--- src/core/adc_mux_cfg.svh ---
// Constants for the converter front-end configuration block
// Function
// Upper four bits read zero, writes dropped
// Pair bits 0-3 cover inputs 0/1..6/7
// Set pair bit: even positive, odd negative
// Differential results in two's complement
// Low three select bits choose input
// Select MSB set routes temperature sensor
// Odd member of pair selects whole pair
// Conversion clock is system clock over divider+1
// Gain codes 1,2,4,8,16,16,0.5,0.5
// Reset leaves all pairs single-ended
// Outputs follow a write next clock edge
`ifndef ADC_MUX_CFG_SVH
`define ADC_MUX_CFG_SVH
`define PAIR_CFG_ADDR 8'hBA
`define CHAN_SEL_ADDR 8'hBB
`define CLK_GAIN_ADDR 8'hBC
`define PAIR_CFG_RESET 4'h0
`define CHAN_SEL_RESET 4'h0
`define CLK_GAIN_RESET 8'hF8
`define DIV_MSB 7
`define DIV_LSB 3
`define GAIN_MSB 2
`define GAIN_LSB 0
`define SEL_TEMP_BIT 3
`endif

--- src/core/adc_mux_pkg.sv ---
// Types for the converter front-end configuration block
`default_nettype none
package adc_mux_pkg;
  typedef enum logic [2:0] {
    GAIN_X1 = 3'h0,
    GAIN_X2 = 3'h1,
    GAIN_X4 = 3'h2,
    GAIN_X8 = 3'h3,
    GAIN_X16 = 3'h4,
    GAIN_HALF = 3'h5
  } gain_sel_t;
endpackage
`default_nettype wire

--- src/core/adc_input_mux_gain_config.sv ---
// Front-end register file and decode for the successive-approximation converter
`timescale 1ns/1ps
`default_nettype none
`include "adc_mux_cfg.svh"
module adc_input_mux_gain_config #(
  parameter int DIV_WIDTH = 5
) (
  // Clock and reset
  input wire logic i_clk,
  input wire logic i_rstn,
  // Special-function register bus
  input wire logic [7:0] i_sfr_addr,
  input wire logic i_sfr_wr,
  input wire logic [7:0] i_sfr_wdata,
  output logic [7:0] o_sfr_rdata,
  // Analog selector controls
  output logic o_temp_select,
  output logic [2:0] o_pos_input,
  output logic [2:0] o_neg_input,
  output logic o_differential,
  output logic o_twos_complement,
  // Amplifier and clock
  output adc_mux_pkg::gain_sel_t o_gain,
  output logic [7:0] o_ampl_x2,
  output logic o_conversion_clock_en
);
  import adc_mux_pkg::*;

  // Divider field is fixed at five bits in the register map
  if (DIV_WIDTH != `DIV_MSB - `DIV_LSB + 1) begin : g_div_width_check
    $error("DIV_WIDTH must match the divider field");
  end

  // Stored register bits
  logic [3:0] pair_reg;
  logic [3:0] sel_reg;
  logic [7:0] cfg_reg;
  logic [DIV_WIDTH-1:0] div_cnt_reg;
  logic [DIV_WIDTH-1:0] div_cnt_next;

  // Bus decode
  logic pair_wr;
  logic sel_wr;
  logic cfg_wr;
  logic [7:0] pair_rd;
  logic [7:0] sel_rd;

  // Selector and amplifier decode
  logic [DIV_WIDTH-1:0] divider;
  logic [3:0] sel_code;
  logic pair_diff;
  logic sel_is_temp;
  logic [2:0] pair_base;
  logic temp_next;
  logic [2:0] pos_next;
  logic [2:0] neg_next;
  logic diff_next;
  gain_sel_t gain_next;
  logic [7:0] ampl_next;
  logic div_wrap;

  // Field views of the stored registers
  assign divider = cfg_reg[`DIV_MSB:`DIV_LSB];
  assign sel_code = sel_reg;

  // Write strobes, one per register; unmapped addresses are ignored
  assign pair_wr = i_sfr_wr && (i_sfr_addr == `PAIR_CFG_ADDR);
  assign sel_wr = i_sfr_wr && (i_sfr_addr == `CHAN_SEL_ADDR);
  assign cfg_wr = i_sfr_wr && (i_sfr_addr == `CLK_GAIN_ADDR);

  // Only the low nibble is stored; upper write bits are dropped
  always_ff @(posedge i_clk or negedge i_rstn) begin
    if (!i_rstn) begin
      pair_reg <= `PAIR_CFG_RESET;
    end else if (pair_wr) begin
      pair_reg <= i_sfr_wdata[3:0];
    end
  end

  always_ff @(posedge i_clk or negedge i_rstn) begin
    if (!i_rstn) begin
      sel_reg <= `CHAN_SEL_RESET;
    end else if (sel_wr) begin
      sel_reg <= i_sfr_wdata[3:0];
    end
  end

  // Divider and gain share one byte, stored whole
  always_ff @(posedge i_clk or negedge i_rstn) begin
    if (!i_rstn) begin
      cfg_reg <= `CLK_GAIN_RESET;
    end else if (cfg_wr) begin
      cfg_reg <= i_sfr_wdata;
    end
  end

  // Upper nibbles of the selector registers always read zero
  assign pair_rd = {4'h0, pair_reg};
  assign sel_rd = {4'h0, sel_reg};

  // Read mux, unmapped addresses read zero
  // Reads have no side effects, so any address may be polled
  always_comb begin
    unique case (i_sfr_addr)
      `PAIR_CFG_ADDR: o_sfr_rdata = pair_rd;
      `CHAN_SEL_ADDR: o_sfr_rdata = sel_rd;
      `CLK_GAIN_ADDR: o_sfr_rdata = cfg_reg;
      default: o_sfr_rdata = 8'h00;
    endcase
  end

  // Both codes of the top gain pairs give the same step
  function automatic gain_sel_t decode_gain(input logic [2:0] code);
    gain_sel_t g;
    g = GAIN_X1;
    unique case (code)
      3'h0: g = GAIN_X1;
      3'h1: g = GAIN_X2;
      3'h2: g = GAIN_X4;
      3'h3: g = GAIN_X8;
      3'h4, 3'h5: g = GAIN_X16;
      3'h6, 3'h7: g = GAIN_HALF;
    endcase
    decode_gain = g;
  endfunction

  // Gain expressed in half steps so 0.5 stays an integer
  function automatic logic [7:0] gain_halves(input gain_sel_t g);
    logic [7:0] h;
    h = 8'h02;
    unique case (g)
      GAIN_X1: h = 8'h02;
      GAIN_X2: h = 8'h04;
      GAIN_X4: h = 8'h08;
      GAIN_X8: h = 8'h10;
      GAIN_X16: h = 8'h20;
      GAIN_HALF: h = 8'h01;
      default: h = 8'h02;
    endcase
    gain_halves = h;
  endfunction

  assign pair_diff = pair_reg[sel_code[2:1]];

  // Temperature code and pair base taken from the select code
  assign sel_is_temp = sel_code[`SEL_TEMP_BIT];
  assign pair_base = {sel_code[2:1], 1'b0};
  assign gain_next = decode_gain(cfg_reg[`GAIN_MSB:`GAIN_LSB]);
  assign ampl_next = gain_halves(gain_next);

  // Selector decode
  always_comb begin
    if (sel_is_temp) begin
      // Sensor wins regardless of pairing
      temp_next = 1'b1;
      pos_next = 3'h0;
      neg_next = 3'h0;
      diff_next = 1'b0;
    end else if (pair_diff) begin
      // Odd code folds onto its pair, even side positive
      temp_next = 1'b0;
      pos_next = pair_base;
      neg_next = pair_base | 3'h1;
      diff_next = 1'b1;
    end else begin
      temp_next = 1'b0;
      pos_next = sel_code[2:0];
      neg_next = 3'h0;
      diff_next = 1'b0;
    end
  end

  // Registered decode: outputs change the edge after the write lands
  always_ff @(posedge i_clk or negedge i_rstn) begin
    if (!i_rstn) begin
      o_temp_select <= 1'b0;
      o_pos_input <= 3'h0;
      o_neg_input <= 3'h0;
      o_differential <= 1'b0;
      o_twos_complement <= 1'b0;
    end else begin
      o_temp_select <= temp_next;
      o_pos_input <= pos_next;
      o_neg_input <= neg_next;
      o_differential <= diff_next;
      o_twos_complement <= diff_next;
    end
  end

  // Amplifier outputs kept apart from the selector path
  always_ff @(posedge i_clk or negedge i_rstn) begin
    if (!i_rstn) begin
      o_gain <= GAIN_X1;
      o_ampl_x2 <= 8'h02;
    end else begin
      o_gain <= gain_next;
      o_ampl_x2 <= ampl_next;
    end
  end

  // Enable pulse every divider+1 system clocks; a smaller new divider
  // cuts the running period short, a larger one stretches it
  assign div_wrap = (div_cnt_reg >= divider);
  assign div_cnt_next = div_wrap ? '0 : div_cnt_reg + DIV_WIDTH'(1);

  always_ff @(posedge i_clk or negedge i_rstn) begin
    if (!i_rstn) begin
      div_cnt_reg <= '0;
    end else begin
      div_cnt_reg <= div_cnt_next;
    end
  end

  always_ff @(posedge i_clk or negedge i_rstn) begin
    if (!i_rstn) begin
      o_conversion_clock_en <= 1'b0;
    end else begin
      o_conversion_clock_en <= div_wrap;
    end
  end
endmodule // adc_input_mux_gain_config
`default_nettype wire

--- config.mk ---
export PLATFORM = sky130hd
export DESIGN_NAME = adc_input_mux_gain_config
export DESIGN_NICKNAME = d
export VERILOG_FILES = /design/src/core/adc_mux_pkg.sv /design/src/core/adc_input_mux_gain_config.sv
export VERILOG_INCLUDE_DIRS = /design/src /design/src/core
export SDC_FILE = /design/constraint.sdc
export NUM_CORES = 1
export LEC_CHECK = 0
export ABC_AREA = 1
export BUFFER_PORTS_ARGS = -buffer_cell sky130_fd_sc_hd__buf_2
export CAP_MARGIN = 40
export CORE_MARGIN = 1
export CORE_UTILIZATION = 35
export CTS_BUF_LIST = sky130_fd_sc_hd__clkbuf_8
export DETAILED_ROUTE_END_ITERATION = 12
export GPL_ROUTABILITY_DRIVEN = 0
export GPL_TIMING_DRIVEN = 1
export PLACE_DENSITY_LB_ADDON = 0.05
export SLEW_MARGIN = 30
export SYNTH_ARGS = -nofsm -noshare
export SYNTH_HDL_FRONTEND = slang
export SYNTH_SLANG_ARGS = --single-unit
--- constraint.sdc ---
create_clock -name i_clk -period 1.9 [get_ports i_clk]
set_clock_uncertainty 0.05 [all_clocks]
set_input_delay 0.285 -clock i_clk [delete_from_list [all_inputs] [get_ports i_clk]]
set_output_delay 0.285 -clock i_clk [all_outputs]
set_load 0.02 [all_outputs]
* Word-level counts from Yosys, hierarchy flattened *
Memory sizes are Yosys's and may differ from the RTL's.
Cells that the tools add are included.

storage, ports and cells
  flip-flop bits (word level) = 41
  memory bits (read-only) = 24
  bits of input ports = 19
  logic and storage cells = 38
  memories kept = 1

operators by class
  add/subtract/negate cells = 1
  order comparisons = 2
  equal/unequal tests = 8
  muxes and demuxes = 12
  reduce and logical (&&, ||, !) cells = 3

memory list
  name              depth  bits a word  rd ports  clocked after memory_dff  write ports  line                              RTL
  (name not given)  8      3            1         0                         0            adc_input_mux_gain_config.sv:116  unique case (code)

operators by type and width
  operator                                             number
  one-hot mux 6 bit (5 select lines)                   1
  == test 8 bit (second input constant)                3
  one-hot mux 8 bit (3 select lines)                   1
  two-way mux 3 bit                                    3
  == test 3 x 2 -> 1 bit (second input constant)       2
  == test 3 bit (second input constant)                2
  adder 5 x 1 -> 5 bit (second input constant)         1
  >= comparator 5 bit                                  1
  two-way mux 1 bit                                    5
  two-way mux 5 bit                                    1
  == test 3 x 1 -> 1 bit (second input constant)       1
  logical AND 1 bit                                    3
  < comparator 2 x 3 -> 1 bit (second input constant)  1
  binary-select mux 1 bit (select 2 bit)               1

* Logic depth before layout (Yosys ltp) *
Gate-level depths: netlist of the first run.

  depth after elaboration = 4
  mapped depth = 7

* Worst setup path before layout of the first run *
Ideal clock, no wire load.

  kind = input port to output port
  from = input i_sfr_addr[6]
  to = output o_sfr_rdata[4]
  arrival time = 1.058 ns
  data required time = 1.565 ns
  setup slack = 0.507 ns
  stages = 6
  cells stage by stage = inv_1 -> nand2_1 -> nor2_4 -> buf_6 -> nand2_1 -> nor2_1

between the ends
  word-level cells in the longest chain between the ends = 2
  elaborated cells between the ends (all ways) = 4
  classes of those cells = eq/ne: 3; mux: 1

ends and longest elaborated chain
  what                                  line                              RTL
  from (decl)                           adc_input_mux_gain_config.sv:12   input wire logic [7:0] i_sfr_addr,
  == test 8 bit                         adc_input_mux_gain_config.sv:104  unique case (i_sfr_addr)
  one-hot mux 8 bit (3 select lines) *  adc_input_mux_gain_config.sv:104
  to (decl)                             adc_input_mux_gain_config.sv:15   output logic [7:0] o_sfr_rdata,

Mark *: on every way between the ends. The rest lies on a longest branch, timed or not.

* Final worst setup path of the first run *
  from = input i_sfr_addr[0]
  to = output o_sfr_rdata[4]

The elaborated chain is that of the path after synthesis.

==> results.yml, run 1 <==
global_routing:
  grt_pass1_wl_microns: 6280
  track_usage_pct: 15.3
  grt_pass1_vias: 1385
  antenna_found_initial: 0
  grt_max_degree: 39
  grt_overflow: 0
synth:
  synth.distinct_cells: 20
  synth_flop_cell: "dfrtp_1"
  synth_area_leaders: "dfrtp_1, nand2_1, dfstp_2, nand3_1, nand4_1"
  netlist_instances: 207
  synthSimpleGateAreaFrac_pct: 31.5
  synth_top_cell_area_share_pct: 44.1
  synthMuxAreaShare_pct: 0
  ys_seq_elements: 38
  synth_edf_count: 0
  async_reset_ff_share_pct: 100
  avgSynthCellArea_sq_um: 8.78
  synth_top_family_by_area: "simple AND/OR/NAND/NOR gates"
  ys_warn_count: 0
  yosys.area.top_type: "dfrtp_1"
  yosysSeqAreaShare_pct: 52.8
  synthXorXnorAreaFrac_pct: 1.45
  synthesis.area_sq_um: 1820
  synth_fa_ha_area_share_pct: 4.13
  synth_compound_area_share_pct: 0.551
job:
  drv_cap: 0
worst_setup_path:
  crit_buf_inv: 3
  arrival_ns: 1.27
  path_depth: 7
  critPathMaxStageDelay_ns: 0.27
  cp_slowest_cell: "nor2_4"
  r2r_cells: 7
  required_ns: 1.56
  cp_cell_sequence: "buf_2, inv_1, nand2_1, nor2_4, nand2_1, nor2_1, buf_2"
  critPathKind: "in2out"
  startpoint_type: "input pin"
  critPathTopFamily: "simple AND/OR/NAND/NOR gates"
  crit_fanout: 14
  crit_path_end_kind: "output pin"
clock_tree:
  clock_path_buffers: 2
  numCtsBuffers: 5
  cts_sinks: 38
  cts_tree: "done"
  htree_num_levels: 2
  post_cts_resized: 0
  cts.hold.buffers_added: 1
  clk-insertion-delay-late_ns: 0.28
  path_clk_slew_ns: 0.07
  clockRootBuffer: "clkbuf_8"
  cts_setup_buffers: 0
place:
  hpwl_microns: 2590
  dp_cells: 312
  portBuffers: 45
pwr:
  leakage_nw: 1.20
  intPower_mw: 1.19
  p_total_mw: 1.64
  peakVddDrop_mv: 0.284
  power.density_nw_per_um2: 756
  p_clk_share_pct: 31.3
  combPwrFrac_pct: 14.3
  swShare_pct: 27.7
  power_frac_seq_pct: 54.4
  power.switching_mw: 0.456
route:
  drtPass1Iterations: 4
  wl_met1_microns: 1790
  routedWlPerCell_microns: 11.3
  dr_wl_met2_microns: 1600
  wl_microns: 3630
  drtIter0Drc: 50
  ant_nets: 0
  highest_layer: "met4"
  vias_per_cell: 4.54
  via_count: 1457
  route.detailed.drc: 0
  route.met3.wl_microns: 207
finish:
  syn_to_final_growth_pct: 19.8
  num_antenna_cells: 0
  drive_gt1_share_pct: 27.2
  nets: 278
  largest_register_ff_count: 8
  utilization_pct: 44.9
  instances_no_fill: 321
sta:
  hold_slack_ns: 0.168
  final_hold_viol_count: 0
  tns_ns: 0
  final-setup-viol-count: 0
  period_needed_ns: 1.60
  fmax_mhz: 624
  fin_crit_sh_pct: 84.4
  maxSlewViolCount: 0
  rsz0062_at_grt: "no"
floorplan:
  io_pins: 48
  core-area_sq_um: 4850
  die-width_microns: 74.0
  fp-row-count: 25
  initial_core_util_pct: 37.5
  die_y_microns: 74.0
  die-area_sq_um: 5480
min_path:
  holdPathStages: 3
  hp-class: "in2reg"
outcome:
  outcome: "finished clean"
## final timing paths
kind / start / endpoint / slack, ns
worst max register to register: cfg_reg[7]$_DFFE_PN1P_ / div_cnt_reg[1]$_DFF_PN0_ / 0.41
worst min register to register: cfg_reg[6]$_DFFE_PN1P_ / cfg_reg[6]$_DFFE_PN1P_ / 0.42
worst max-delay path: i_sfr_addr[0] / o_sfr_rdata[4] / 0.30
max in group asynchronous: i_rstn / cfg_reg[5]$_DFFE_PN1P_ / 0.92
worst min-delay path: i_sfr_wdata[4] / cfg_reg[4]$_DFFE_PN1P_ / 0.17
min in group asynchronous: i_rstn / o_neg_input[1]$_DFF_PN0_ / 0.52
## synthesized netlist by cell type, types with 3 or more instances
cell,count
nor2_1,21
nand3_1,21
dfrtp_1,32
nand4_1,16
ha_1,6
nand2_1,55
nand3_2,3
dfstp_2,6
inv_1,25
buf_4,7
nor2_4,4
## cells in the final DEF, fill, tap and decap left out, drive strengths merged
cell type and n:
a21oi 1, buf 47, clkbuf 5, clkinv 2
conb 2, dfrtp 32, dfstp 6, dlygate4sd3 1
ha 6, inv 27, nand2 56, nand3 24
nand4 16, nor2 25, o21ai 1, xnor2 1
xor2 2
## cell type report
class | count | area, sq um
Tap cell | 67 | 83.8
Multi-Input combinational cell | 134 | 691
Clock buffer | 5 | 68.8
Fill cell | 488 | 2670
Timing Repair Buffer | 48 | 263
Sequential cell | 38 | 958
Clock inverter | 3 | 13.8
Inverter | 26 | 97.6
## per-layer routing
metal | GRT usage [%] | vias up
li1 | - | 745
met1 | 19.9 | 661
met2 | 24.5 | 47
met3 | 4.34 | 4
met4 | 5.13 | 0
met5 | 0 | -
## kinds of logic (layout without fill, tap and decap cells)
logic type	count (synthesis)	after routing
simple gates	121	121
flops	38	38
buf+inv	36	82
fa+ha+maj	6	6
xor+xnor	3	3
compound gates	2	2
other cells	1	2
## worst register-to-register path, cell delays in order (launching register included)
cell	delay, ns
dfstp_2	0.53
inv_1	0.05
ha_1	0.28
nand2_1	0.06
nor2_1	0.10
nand2_1	0.06
nand3_1	0.18
nor2_1	0.06
## power groups by stage
stage | clock network (mW) | logic [mW] | registers [mW]
after floorplan | 0 | 0.129 | 0.934
after global placement | 0 | 0.237 | 0.912
after detailed placement | 0 | 0.235 | 0.911
after CTS | 0.540 | 0.239 | 0.896
after global routing | 0.573 | 0.270 | 0.904
final | 0.515 | 0.234 | 0.895
## through the flow
step	cell area [sq um]	setup slack (ns)
finish	2180	0.297
global route	2180	0.121
CTS	2180	0.286
detailed placement	2080	0.293
global placement	2080	0.320
floorplan	1820	0.507
(Power assumes the default switching activity.)
==> inputs of run 2 (changes only) <==
Clock period 1.9 ns to 1.5 ns, I/O delays scaled along.
==> run 2 against run 1 <==
Net effect:
- die area stayed put
- routed wire length increased by 5.1%
- worst hold slack got worse by 0.060 ns
- cell count is 3.1% higher
- non-clock buffer count is 10 higher
- critical endpoint is now o_sfr_rdata[3]
- largest cell class unchanged
- highest routed layer unchanged
==> results.yml, run 2 (synthesized netlist as in run 1, its figures left out) <==
global_routing:
  grt_pass1_vias: 1416
  antenna_found_initial: 0
  grt_pass1_wl_microns: 6510
  track_usage_pct: 15.6
  grt_max_degree: 39
  grt_overflow: 0
finish:
  syn_to_final_growth_pct: 29.6
  drive_gt1_share_pct: 36.7
  nets: 288
  final_common_cell: "nand2_1"
  instances_no_fill: 331
  largest_register_ff_count: 8
  design_area_sq_um: 2350
  num_antenna_cells: 0
  final_cell_mix: "nand2_1, buf_2, dfrtp_1"
  utilization_pct: 48.6
worst_setup_path:
  critPathKind: "reg2out"
  startpoint_type: "flop"
  arrival_ns: 1.17
  crit_fanout: 3
  r2r_slack_ns: 0.07
  required_ns: 1.22
  crit_path_end_kind: "output pin"
sta:
  maxSlewViolCount: 0
  hold_slack_ns: 0.108
  final-setup-viol-count: 0
  worst_slack_ns: 0.0530
  final_hold_viol_count: 0
  fin_crit_sh_pct: 96.5
  rsz0062_at_grt: "yes"
  fmax_mhz: 691
  period_needed_ns: 1.45
  tns_ns: 0
pwr:
  power.switching_mw: 0.632
  combPwrFrac_pct: 15.7
  power.density_nw_per_um2: 944
  swShare_pct: 28.4
  p_clk_share_pct: 33.0
  leakage_nw: 1.26
  p_total_mw: 2.22
  peakVddDrop_mv: 0.324
  intPower_mw: 1.59
  power_frac_seq_pct: 51.3
floorplan:
  die-width_microns: 74.0
  fp-row-count: 25
  initial_core_util_pct: 37.5
  io_pins: 48
  core-area_sq_um: 4850
  die_y_microns: 74.0
  die-area_sq_um: 5480
route:
  wl_microns: 3820
  route.detailed.drc: 0
  routedWlPerCell_microns: 11.5
  drtIter0Drc: 65
  drtPass1Iterations: 4
  via_count: 1473
  vias_per_cell: 4.45
  ant_nets: 0
place:
  portBuffers: 45
  hpwl_microns: 2710
  placed_area_sq_um: 2130
  dp_cells: 318
  preCtsSetupSlack_ns: -0.0265
outcome:
  outcome: "finished clean"
clock_tree:
  numCtsBuffers: 5
  clockRootBuffer: "clkbuf_8"
  cts_tree: "done"
  htree_num_levels: 2
  clock_path_buffers: 2
  clk-insertion-delay-late_ns: 0.29
  cts_sinks: 38
  path_clk_slew_ns: 0.08
min_path:
  hp-class: "in2reg"
job:
  drv_cap: 0
==> run 2: final timing paths <==
check	end	from	depth (start not counted)
setup / recovery	o_sfr_rdata[3]	cfg_reg[3]$_DFFE_PN1P_	3
hold / removal	cfg_reg[4]$_DFFE_PN1P_	i_sfr_wdata[4]	3
hold reg to reg	cfg_reg[7]$_DFFE_PN1P_	cfg_reg[7]$_DFFE_PN1P_	2
min in group asynchronous	pair_reg[2]$_DFFE_PN0P_	i_rstn	3
max in group asynchronous	o_ampl_x2[1]$_DFF_PN1_	i_rstn	3
setup reg to reg	div_cnt_reg[2]$_DFF_PN0_	cfg_reg[6]$_DFFE_PN1P_	7
==> run 2: final cells by class <==
cell class / count / area, sq um
inverter: 26 / 97.6
sequential: 38 / 958
tap: 67 / 83.8
clock inverter: 2 / 12.5
timing repair buffer: 58 / 355
clock buffer: 6 / 82.6
fill: 497 / 2490
multi-input combinational: 134 / 764
==> run 2: worst max-delay path: stages (launching register included) <==
cell and delay (ns):
dfstp_2 0.55, nand3_1 0.10, nand3_1 0.10, buf_4 0.14
==> run 2: power groups by stage <==
stage | Combinational (mW) | Clock (mW) | Sequential (mW)
after floorplan | 0.163 | 0 | 1.18
after global placement | 0.304 | 0 | 1.15
after detailed placement | 0.305 | 0 | 1.15
after CTS | 0.311 | 0.759 | 1.14
after global routing | 0.401 | 0.796 | 1.15
final | 0.348 | 0.734 | 1.14
==> run 2: routing by layer <==
metal,vias up,track usage [%],wire (microns)
li1,760,-,-
met1,667,21.6,1890
met4,0,4.49,39
met5,-,0,0
met3,4,3.79,178
met2,42,24.3,1710
==> run 2: repair_timing <==
| item | in CTS | in global routing |
|---|---|---|
| hold buffers | 1 | 0 |
| cloned | 0 | 0 |
| resized for setup | 1 | 19 |
| hold endpoints to repair | 32 | 0 |
| endpoints found under the setup margin | 5 | 11 |
| setup buffers | 0 | 4 |
| pin swaps | 0 | 9 |
